===== src/pkg/cfg_pkg.sv =====
`default_nettype none
// ****************************************************************
// register map, field positions and reset values
// ****************************************************************
package cfg_pkg;
   // register addresses on the local control port
   localparam logic [7:0] ADDR_DP_CTL2   = 8'h28;
   localparam logic [7:0] ADDR_AUD_CTL   = 8'h2B;
   localparam logic [7:0] ADDR_PCLK_TEST = 8'h2E;
   localparam logic [7:0] ADDR_RX_CTL    = 8'h34;

   // datapath_control_two fields
   localparam int unsigned DP_HOLD    = 7;
   localparam int unsigned DP_VID_DIS = 5;
   localparam int unsigned DP_DUAL    = 4;
   localparam int unsigned DP_ALT_AUD = 3;
   localparam int unsigned DP_AUD_DIS = 2;
   localparam int unsigned DP_SYNC    = 1;
   localparam int unsigned DP_SURR    = 0;
   localparam logic [7:0]  DP_SW_MASK   = 8'hEF; // all but link width
   localparam logic [7:0]  DP_FC_MASK   = 8'h2F; // fields loaded unless held
   localparam logic [7:0]  DP_FC_ALWAYS = 8'h10; // link width, always loaded
   localparam logic [7:0]  DP_RST       = 8'h00;

   // audio_serial_control fields
   localparam int unsigned AUD_OVR     = 3;
   localparam int unsigned AUD_UND     = 2;
   localparam int unsigned AUD_ERR_RST = 1;
   localparam int unsigned AUD_EDGE    = 0;
   localparam logic [7:0]  AUD_SW_MASK = 8'hF3;
   localparam logic [7:0]  AUD_RST     = 8'h00;

   // pixel_clock_test_mode fields
   localparam int unsigned PCLK_EXT = 7;
   localparam logic [7:0]  PCLK_RST = 8'h00;

   // receive lane mode field
   localparam int unsigned RX_MODE_LO = 3;
   localparam int unsigned RX_MODE_W  = 2;
   typedef enum logic [1:0] {LANE_AUTO, LANE_DUAL, LANE_PRIMARY, LANE_SECONDARY} lane_mode_t;
   localparam lane_mode_t  RX_MODE_RST = LANE_AUTO;
   localparam logic [1:0]  LANES_BOTH  = 2'h3;
   localparam logic [1:0]  LANES_PRI   = 2'h1;
   localparam logic [1:0]  LANES_SEC   = 2'h2;

   // audio lanes and general pins
   localparam int unsigned AUD_LANES        = 4;
   localparam logic [3:0]  LANE_MASK_ALL    = 4'hF;
   localparam logic [3:0]  LANE_MASK_STEREO = 4'h1;
   localparam int unsigned GPIO_PINS        = 2;
   localparam int unsigned PIN_ZERO         = 0;
   localparam int unsigned PIN_ONE          = 1;
endpackage
`default_nettype wire


===== src/pkg/aud_err_if.sv =====
`default_nettype none
// ****************************************************************
// audio fifo error events, clear and sticky status
// ****************************************************************
interface aud_err_if;
   logic overrun_evt;
   logic underrun_evt;
   logic clear;
   logic overrun_sts;
   logic underrun_sts;
   modport owner (input overrun_evt, input underrun_evt, input clear,
                  output overrun_sts, output underrun_sts);
   modport user  (output overrun_evt, output underrun_evt, output clear,
                  input overrun_sts, input underrun_sts);
endinterface
`default_nettype wire


===== src/rtl/aud_err_sticky.sv =====
`default_nettype none
// ****************************************************************
// sticky audio fifo overrun / underrun flags
// ****************************************************************
module aud_err_sticky (
   // clock, reset, enable
   input  wire logic  clk,
   input  wire logic  rst_b,
   input  wire logic  ce,
   // events in, status out
   aud_err_if.owner   err
);
   logic ovr_r, und_r;
   logic ovr_nxt, und_nxt;

   // clear level dominates so a held clear masks new errors
   always_comb begin
      ovr_nxt = ovr_r | err.overrun_evt;
      und_nxt = und_r | err.underrun_evt;
      if (err.clear) begin
         ovr_nxt = '0;
         und_nxt = '0;
      end
   end

   // status flops, zero out of reset
   always_ff @(posedge clk or negedge rst_b) begin
      if (!rst_b) begin
         ovr_r <= '0;
         und_r <= '0;
      end else if (ce) begin
         ovr_r <= ovr_nxt;
         und_r <= und_nxt;
      end
   end

   assign err.overrun_sts  = ovr_r;
   assign err.underrun_sts = und_r;
endmodule
`default_nettype wire


===== src/rtl/deser_datapath_audio_cfg.sv =====
// Behaviour
// - without hold, forward-channel config loads the datapath control fields
// - with hold set, forward channel loads only the link width; local writes stay
// - video-disabled bit reads 1 when no active video arrives
// - control channel and general pins keep working while video is disabled
// - hold set freezes the video-disabled bit against forward traffic
// - link-width bit is read-only, always from forward channel
// - alternate audio puts word clock on pin one, data on pin zero
// - audio-disable bit silences the serial audio output
// - sync-present bit marks sync and enable carried with pixel data
// - surround bit enables the extra serial audio data lanes
// - audio fifo overrun shows in a read-only bit resetting to 0
// - audio fifo underrun shows in a separate read-only bit resetting to 0
// - writing 1 to error reset clears overrun and underrun flags
// - edge select: 1 strobes audio data on rising, 0 on falling edge
// - external pixel clock bit selects the test clock input pin
// - lane mode: auto, forced two-lane, forced primary, forced secondary
`default_nettype none
module deser_datapath_audio_cfg (
   // clock, reset, enable
   input  wire logic                                clk,
   input  wire logic                                rst_b,
   input  wire logic                                ce,
   // local register port
   input  wire logic [7:0]                          reg_addr,
   input  wire logic [7:0]                          reg_wdata,
   input  wire logic                                reg_wr,
   input  wire logic                                reg_rd,
   output logic [7:0]                               reg_rdata,
   output logic                                     reg_rvalid,
   // forward channel configuration
   input  wire logic                                fc_cfg_valid,
   input  wire logic [7:0]                          fc_cfg,
   // audio path from the internal fifo
   input  wire logic                                aud_bclk,
   input  wire logic                                aud_wclk,
   input  wire logic [cfg_pkg::AUD_LANES-1:0]       aud_data,
   input  wire logic                                aud_overrun_evt,
   input  wire logic                                aud_underrun_evt,
   // serial audio output
   output logic                                     i2s_bclk_o,
   output logic                                     i2s_wclk_o,
   output logic [cfg_pkg::AUD_LANES-1:0]            i2s_data_o,
   // general pin functions
   input  wire logic [cfg_pkg::GPIO_PINS-1:0]       gpio_func_out,
   input  wire logic [cfg_pkg::GPIO_PINS-1:0]       gpio_func_oe,
   output logic [cfg_pkg::GPIO_PINS-1:0]            gpio_func_in,
   // general pin pads
   input  wire logic                                general_pin_zero_i,
   output logic                                     general_pin_zero_o,
   output logic                                     general_pin_zero_oe,
   input  wire logic                                general_pin_one_i,
   output logic                                     general_pin_one_o,
   output logic                                     general_pin_one_oe,
   // datapath status and control
   output logic                                     video_disabled_o,
   output logic                                     dual_link_o,
   output logic                                     sync_signals_present_o,
   output logic                                     hold_local_config_o,
   output logic                                     ctl_channel_en_o,
   output logic                                     aud_edge_rising_o,
   output logic                                     pclk_from_test_clock_o,
   output cfg_pkg::lane_mode_t                      receive_lane_mode_o,
   output logic [1:0]                               rx_lane_en_o
);

   // ****************************************************************
   // reset release
   // ****************************************************************
   logic rst_q1_r, rst_q_b;

   // async assert, two-flop release so the core leaves reset cleanly
   always_ff @(posedge clk or negedge rst_b) begin
      if (!rst_b) begin
         rst_q1_r <= '0;
         rst_q_b  <= '0;
      end else begin
         rst_q1_r <= '1;
         rst_q_b  <= rst_q1_r;
      end
   end

   // ****************************************************************
   // register state
   // ****************************************************************
   logic [7:0]          dp_r, dp_nxt;
   logic [7:0]          aud_r, aud_nxt;
   logic [7:0]          pclk_r, pclk_nxt;
   cfg_pkg::lane_mode_t rx_mode_r, rx_mode_nxt;
   logic [7:0]          rdata_r, rdata_nxt;
   logic                rvalid_r;
   logic [7:0]          aud_rd;
   logic                wr_dp, wr_aud, wr_pclk, wr_rx;

   aud_err_if err ();

   assign wr_dp   = reg_wr && (reg_addr == cfg_pkg::ADDR_DP_CTL2);
   assign wr_aud  = reg_wr && (reg_addr == cfg_pkg::ADDR_AUD_CTL);
   assign wr_pclk = reg_wr && (reg_addr == cfg_pkg::ADDR_PCLK_TEST);
   assign wr_rx   = reg_wr && (reg_addr == cfg_pkg::ADDR_RX_CTL);

   // forward loading beats a local write in the same cycle unless held
   always_comb begin
      dp_nxt = dp_r;
      if (wr_dp) begin
         dp_nxt = (dp_r & ~cfg_pkg::DP_SW_MASK) | (reg_wdata & cfg_pkg::DP_SW_MASK);
      end
      if (fc_cfg_valid && !dp_r[cfg_pkg::DP_HOLD]) begin
         dp_nxt = (dp_nxt & ~cfg_pkg::DP_FC_MASK) | (fc_cfg & cfg_pkg::DP_FC_MASK);
      end
      if (fc_cfg_valid) begin
         dp_nxt = (dp_nxt & ~cfg_pkg::DP_FC_ALWAYS) | (fc_cfg & cfg_pkg::DP_FC_ALWAYS);
      end
   end

   // audio control: status bits live in the sticky module, not here
   always_comb begin
      aud_nxt = aud_r;
      if (wr_aud) begin
         aud_nxt = reg_wdata & cfg_pkg::AUD_SW_MASK;
      end
      pclk_nxt = wr_pclk ? reg_wdata : pclk_r;
      rx_mode_nxt = rx_mode_r;
      if (wr_rx) begin
         rx_mode_nxt = cfg_pkg::lane_mode_t'(reg_wdata[cfg_pkg::RX_MODE_LO +: cfg_pkg::RX_MODE_W]);
      end
   end

   // read mux; unmapped addresses answer zero
   always_comb begin
      aud_rd = aud_r;
      aud_rd[cfg_pkg::AUD_OVR] = err.overrun_sts;
      aud_rd[cfg_pkg::AUD_UND] = err.underrun_sts;
      rdata_nxt = rdata_r;
      if (reg_rd) begin
         case (reg_addr)
            cfg_pkg::ADDR_DP_CTL2:   rdata_nxt = dp_r;
            cfg_pkg::ADDR_AUD_CTL:   rdata_nxt = aud_rd;
            cfg_pkg::ADDR_PCLK_TEST: rdata_nxt = pclk_r;
            cfg_pkg::ADDR_RX_CTL:    rdata_nxt = 8'(8'(rx_mode_r) << cfg_pkg::RX_MODE_LO);
            default:                 rdata_nxt = '0;
         endcase
      end
   end

   // register flops
   always_ff @(posedge clk or negedge rst_q_b) begin
      if (!rst_q_b) begin
         dp_r      <= cfg_pkg::DP_RST;
         aud_r     <= cfg_pkg::AUD_RST;
         pclk_r    <= cfg_pkg::PCLK_RST;
         rx_mode_r <= cfg_pkg::RX_MODE_RST;
         rdata_r   <= '0;
         rvalid_r  <= '0;
      end else if (ce) begin
         dp_r      <= dp_nxt;
         aud_r     <= aud_nxt;
         pclk_r    <= pclk_nxt;
         rx_mode_r <= rx_mode_nxt;
         rdata_r   <= rdata_nxt;
         rvalid_r  <= reg_rd;
      end
   end

   // ****************************************************************
   // audio fifo error flags
   // ****************************************************************
   // clear follows the bit level, so a bit left at 1 keeps flags at 0
   assign err.overrun_evt  = aud_overrun_evt;
   assign err.underrun_evt = aud_underrun_evt;
   assign err.clear        = aud_r[cfg_pkg::AUD_ERR_RST];

   aud_err_sticky u_err (
      .clk   (clk),
      .rst_b (rst_q_b),
      .ce    (ce),
      .err   (err)
   );

   // ****************************************************************
   // serial audio output
   // ****************************************************************
   logic                          bclk_prev_r, launch;
   logic                          bclk_o_r, bclk_o_nxt;
   logic                          wclk_r, wclk_nxt;
   logic [cfg_pkg::AUD_LANES-1:0] data_r, data_nxt, lane_mask;

   // data moves on the edge opposite the strobe edge, half a bit early
   always_comb begin
      launch = aud_r[cfg_pkg::AUD_EDGE] ? (bclk_prev_r && !aud_bclk)
                                        : (!bclk_prev_r && aud_bclk);
      lane_mask = dp_r[cfg_pkg::DP_SURR] ? cfg_pkg::LANE_MASK_ALL
                                         : cfg_pkg::LANE_MASK_STEREO;
      data_nxt   = (launch ? aud_data : data_r) & lane_mask;
      wclk_nxt   = launch ? aud_wclk : wclk_r;
      bclk_o_nxt = aud_bclk;
      if (dp_r[cfg_pkg::DP_AUD_DIS]) begin
         data_nxt   = '0;
         wclk_nxt   = '0;
         bclk_o_nxt = '0;
      end
   end

   always_ff @(posedge clk or negedge rst_q_b) begin
      if (!rst_q_b) begin
         bclk_prev_r <= '0;
         bclk_o_r    <= '0;
         wclk_r      <= '0;
         data_r      <= '0;
      end else if (ce) begin
         bclk_prev_r <= aud_bclk;
         bclk_o_r    <= bclk_o_nxt;
         wclk_r      <= wclk_nxt;
         data_r      <= data_nxt;
      end
   end

   // ****************************************************************
   // general pins and lane selection
   // ****************************************************************
   logic [cfg_pkg::GPIO_PINS-1:0] pin_o_r, pin_o_nxt, pin_oe_r, pin_oe_nxt;
   logic [1:0]                    lane_en_r, lane_en_nxt;

   // pins follow the gpio logic whatever the video state; audio takes over
   always_comb begin
      pin_o_nxt  = gpio_func_out;
      pin_oe_nxt = gpio_func_oe;
      if (dp_r[cfg_pkg::DP_ALT_AUD]) begin
         pin_o_nxt[cfg_pkg::PIN_ONE]  = wclk_r;
         pin_o_nxt[cfg_pkg::PIN_ZERO] = data_r[0];
         pin_oe_nxt                   = '1;
      end
   end

   // auto mode trusts the link width reported by the serializer
   always_comb begin
      case (rx_mode_r)
         cfg_pkg::LANE_AUTO:      lane_en_nxt = dp_r[cfg_pkg::DP_DUAL] ? cfg_pkg::LANES_BOTH
                                                                       : cfg_pkg::LANES_PRI;
         cfg_pkg::LANE_DUAL:      lane_en_nxt = cfg_pkg::LANES_BOTH;
         cfg_pkg::LANE_PRIMARY:   lane_en_nxt = cfg_pkg::LANES_PRI;
         cfg_pkg::LANE_SECONDARY: lane_en_nxt = cfg_pkg::LANES_SEC;
         default:                 lane_en_nxt = cfg_pkg::LANES_PRI;
      endcase
   end

   always_ff @(posedge clk or negedge rst_q_b) begin
      if (!rst_q_b) begin
         pin_o_r   <= '0;
         pin_oe_r  <= '0;
         lane_en_r <= cfg_pkg::LANES_PRI;
      end else if (ce) begin
         pin_o_r   <= pin_o_nxt;
         pin_oe_r  <= pin_oe_nxt;
         lane_en_r <= lane_en_nxt;
      end
   end

   pin_sync #(
      .WIDTH (cfg_pkg::GPIO_PINS)
   ) u_pin_sync (
      .clk   (clk),
      .rst_b (rst_q_b),
      .ce    (ce),
      .d     ({general_pin_one_i, general_pin_zero_i}),
      .q     (gpio_func_in)
   );

   // ****************************************************************
   // outputs, all taken from flops
   // ****************************************************************
   assign reg_rdata              = rdata_r;
   assign reg_rvalid             = rvalid_r;
   assign i2s_bclk_o             = bclk_o_r;
   assign i2s_wclk_o             = wclk_r;
   assign i2s_data_o             = data_r;
   assign general_pin_zero_o     = pin_o_r[cfg_pkg::PIN_ZERO];
   assign general_pin_zero_oe    = pin_oe_r[cfg_pkg::PIN_ZERO];
   assign general_pin_one_o      = pin_o_r[cfg_pkg::PIN_ONE];
   assign general_pin_one_oe     = pin_oe_r[cfg_pkg::PIN_ONE];
   assign video_disabled_o       = dp_r[cfg_pkg::DP_VID_DIS];
   assign dual_link_o            = dp_r[cfg_pkg::DP_DUAL];
   assign sync_signals_present_o = dp_r[cfg_pkg::DP_SYNC];
   assign hold_local_config_o    = dp_r[cfg_pkg::DP_HOLD];
   assign ctl_channel_en_o       = rst_q_b;
   assign aud_edge_rising_o      = aud_r[cfg_pkg::AUD_EDGE];
   assign pclk_from_test_clock_o = pclk_r[cfg_pkg::PCLK_EXT];
   assign receive_lane_mode_o    = rx_mode_r;
   assign rx_lane_en_o           = lane_en_r;
endmodule
`default_nettype wire


===== src/rtl/pin_sync.sv =====
`default_nettype none
// ****************************************************************
// three-stage pin synchroniser with agreement filter
// ****************************************************************
module pin_sync #(
   parameter int unsigned WIDTH = 2
) (
   // clock, reset, enable
   input  wire logic             clk,
   input  wire logic             rst_b,
   input  wire logic             ce,
   // pad side and synchronised side
   input  wire logic [WIDTH-1:0] d,
   output var  logic [WIDTH-1:0] q
);
   genvar i;
   generate
      for (i = 0; i < WIDTH; i++) begin : g_bit
         logic s1_r, s2_r, s3_r, q_r;
         logic q_nxt;
         // stage one feeds stage two only; output moves once two and three agree
         always_comb begin
            q_nxt = q_r;
            if (s2_r == s3_r) begin
               q_nxt = s3_r;
            end
         end
         always_ff @(posedge clk or negedge rst_b) begin
            if (!rst_b) begin
               s1_r <= '0;
               s2_r <= '0;
               s3_r <= '0;
               q_r  <= '0;
            end else if (ce) begin
               s1_r <= d[i];
               s2_r <= s1_r;
               s3_r <= s2_r;
               q_r  <= q_nxt;
            end
         end
         assign q[i] = q_r;
      end
   endgenerate
endmodule
`default_nettype wire

===== config.mk =====
export PLATFORM = sky130hd
export DESIGN_NAME = deser_datapath_audio_cfg
export DESIGN_NICKNAME = d
export VERILOG_FILES = /design/src/pkg/cfg_pkg.sv /design/src/pkg/aud_err_if.sv /design/src/rtl/aud_err_sticky.sv /design/src/rtl/deser_datapath_audio_cfg.sv /design/src/rtl/pin_sync.sv
export SDC_FILE = /design/constraint.sdc
export NUM_CORES = 1
export LEC_CHECK = 0
export BUFFER_PORTS_ARGS = -buffer_cell sky130_fd_sc_hd__buf_2
export CAP_MARGIN = 30
export CORE_MARGIN = 3
export CORE_UTILIZATION = 51
export CTS_CLUSTER_SIZE = 20
export DETAILED_ROUTE_END_ITERATION = 8
export PLACE_DENSITY = 0.77
export SLEW_MARGIN = 20
export SYNTH_ARGS = -nofsm -noshare
export SYNTH_HDL_FRONTEND = slang
export SYNTH_HIERARCHICAL = 1
export SYNTH_SLANG_ARGS = --single-unit

===== constraint.sdc =====
create_clock -name clk -period 2.3 [get_ports clk]
set_clock_uncertainty 0.1 [all_clocks]
set_input_delay 0.23 -clock clk [delete_from_list [all_inputs] [get_ports clk]]
set_output_delay 0.23 -clock clk [all_outputs]
set_load 0.05 [all_outputs]

==> results.py <==
metrics = {
    "grt": {
        "grt_pass1_wl_um": 9411,
        "grt_pass1_vias": 1915,
        "overflow": 0,
        "antenna_found_initial": 0,
        "grt_max_degree": 57,
        "track_usage": 0.2057,
    },
    "worst_setup_path": {
        "regToRegStartpoint": "aud_r[0]",
        "startpoint": "aud_r[0]",
        "crit_type": "reg -> reg",
        "ff2ff_setup_slack_ns": 0.78,
        "ff2ff_path_depth": 4,
        "required_ns": 2.46,
        "worst_ep_arrival_time_ns": 1.68,
        "regToRegEndpoint": "i2s_data_o[2]",
        "setup.worst_path.end": "i2s_data_o[2]",
        "crit_path_start_kind": "flip-flop",
        "end_kind": "flip-flop",
        "critPathMaxFanout": 5,
    },
    "routing": {
        "routed_wirelength_um": 5758,
        "routed_via_density": 5.392,
        "wl_per_cell_um": 15.48,
        "drtIter0Drc": 100,
        "drt_first_pass_iters": 4,
        "ant_nets": 0,
        "drc": 0,
        "via_count": 2006,
    },
    "final_layout": {
        "most-common-layout-cells": "73 x buf_2, 56 x dfrtp_1, 26 x mux2_2",
        "num_antenna_cells": 0,
        "instances_no_fill": 372,
        "regArea_um2": 1454,
        "fillers": 391,
        "final_common_cell": "buf_2",
        "multi_input_area_um2": 1070,
        "fin_nets": 344,
        "drive_gt1_frac": 0.4033,
        "area_growth_pct": 23.45,
    },
    "place": {
        "dp_slack_ns": 0.4825,
        "routabilityCongestion": 0.8065,
        "dp_hpwl_um": 4130,
        "io_buffers": 73,
        "dp.cells": 355,
    },
    "yosys": {
        "synth_area_per_cell_um2": 11.86,
        "synth_area_leaders": "dfrtp_1 55%, mux2_2 11%, a22o_1 5.4%",
        "synth_seq_area_share": 0.5568,
        "ys_ff_latch": 58,
        "netlist_instances": 220,
        "synth_top_area_frac": 0.5468,
        "yosys.area.top_type": "dfrtp_1",
        "syn_nets": 264,
        "synth_area_um2": 2609,
        "synth_cell_type_count": 39,
        "yosys_warnings": 6,
    },
    "die": {
        "start_util": 0.5381,
        "core_area_um2": 4848,
        "die_h_um": 77.52,
        "design.die.area_um2": 6009,
        "row_count": 25,
        "io_pins": 76,
        "chipWidth_um": 77.52,
    },
    "cts": {
        "path_clk_slew_ns": 0.06,
        "cts_root_buffer": "clkbuf_8",
        "ctsLongestPathBuffers": 2,
        "h-tree-depth": 3,
        "post_cts_resized": 0,
        "cts_setup_buffers": 0,
        "insertion_delay_ns": 0.33,
        "cts_buffers": 9,
        "clock_sinks": 58,
        "cts_tree": "yes",
    },
    "sta": {
        "fmaxAchievable_mhz": 659.0,
        "maxSlewHeadroom": 0.5435,
        "finalHoldViolCount": 0,
        "fin_tns_setup_ns": 0,
        "worst_pin_slew_ns": 0.6848,
        "timing.final.ws_setup_ns": 0.7826,
        "rsz0062_at_grt": "false",
        "finalSetupViolCount": 0,
        "fin_crit_ns": 1.517,
        "drv_slew": 0,
        "period_share": 0.6597,
    },
    "pwr": {
        "powerDensity_nw_per_um2": 754.2,
        "p_leak_nw": 1.584,
        "vdd_ir_drop_max_uv": 447.9,
    },
    "run": {
        "maxCapViolations": 0,
    },
    "hold_path": {
        "min_from": "fc_cfg[4]",
        "hp-class": "in -> reg",
    },
    "run_status": {
        "status": "complete, no violations",
    },
}
==> what timing repair did <==
action | 4_1_cts | 5_1_grt
hold buffers | 1 | 0
hold endpoints to repair | 2 | 0
endpoints found under the setup margin | 0 | 0
==> worst max-delay path, stage by stage, from the launching register on <==
cell,delay (ns)
dfrtp_1,0.42
and3b_1,0.23
o41ai_1,0.52
nand2_1,0.10
nand2_1,0.09
==> layout make-up <==
type / count / area share
Clock buffer: 16 / 0.05284
Inverter: 8 / 0.009324
Multi-Input combinational cell: 144 / 0.3322
Sequential cell: 58 / 0.4514
Tap cell: 67 / 0.02603
Timing Repair Buffer: 79 / 0.1282
==> flip-flops by register name, summed over array words and instances (netlist names), 2 cells and up <==
signal and flops:
rx_lane_en_o 2, pclk_r 8, pin_o_r 2, u_pin_sync/g_bit.s2_r 2, receive_lane_mode_o 2, pin_oe_r 2
dp_r 8, u_pin_sync/g_bit.s3_r 2, u_pin_sync/g_bit.s1_r 2, reg_rdata 8, u_pin_sync/g_bit.q_r 2, i2s_data_o 4
aud_r 6
==> per-layer routing <==
metal | up-vias | wire length [um] | GRT usage
li1 | 968 | - | -
met1 | 977 | 2636 | 0.2669
met2 | 51 | 2767 | 0.3152
met3 | 10 | 253 | 0.06961
met4 | 0 | 101 | 0.08719
met5 | - | 0 | 0
==> cells in the mapped netlist <==
library cell and count:
nor3_1 2, nor4b_1 1, nor2_4 2, a21o_1 5
mux2_2 26, nor2b_1 3, a31oi_1 3, nor2_1 10
or3_1 5, and2_1 1, and3b_1 1, clkbuf_1 2
nor3b_1 1, buf_1 2, or2_2 1, buf_6 1
conb_1 1, mux2i_1 2, o21ai_0 8, buf_2 3
buf_4 2, o31ai_1 1, a21oi_1 11, a22o_1 16
nor3b_4 1, dfrtp_1 57, nor3_4 1, inv_1 8
dfstp_2 1, o41ai_1 1, nand2_1 18, nand3_1 4
a22oi_1 4, nand2b_1 2, nand4_4 1, nand4_1 4
o22ai_1 2, nand3b_1 1, o221a_1 5
==> worst min-delay path by stage <==
stage                                           to  slack, ns  cells after the start
after detailed placement                  rst_q1_r      -0.08                      1
final                                      dp_r[4]       0.03                      2
after global routing      u_pin_sync/g_bit[1].s1_r       0.03                      2
after CTS                                  dp_r[4]       0.02                      2
after floorplan                   ctl_channel_en_o      -0.17                      0
after global placement                    rst_q1_r      -0.08                      1
==> per-stage QoR <==
stage / utilization / instance area (um^2) / total power, mW / hold WS [ns]
floorplan: - / 2609 / 1.511 / -0.1656
global placement: 0.6271 / 3040 / 1.624 / -0.08477
detailed placement: 0.6271 / 3040 / 1.634 / -0.08279
CTS: 0.6643 / 3221 / 2.453 / 0.01648
global route: 0.6643 / 3221 / 2.552 / 0.02749
finish: 0.6643 / 3221 / 2.429 / 0.02794
==> report_power, final <==
part           internal [mW]  switching (mW)  leakage (nW)
Sequential              1.10          0.0626         0.731
Clock                  0.452           0.361        0.0850
Combinational          0.150           0.303         0.767
Total                   1.70           0.726          1.58
==> cells by family after synthesis <==
| family | Yosys count | share of synthesized area |
|---|---|---|
| and+or+nand+nor | 59 | 0.1329 |
| other | 1 | 0.001437 |
| muxes | 28 | 0.1199 |
| DFF | 58 | 0.5568 |
| buffers and inverters | 18 | 0.03309 |
| AOI/OAI and AO/OA | 56 | 0.1559 |
Power figures use the tool's default switching activity.
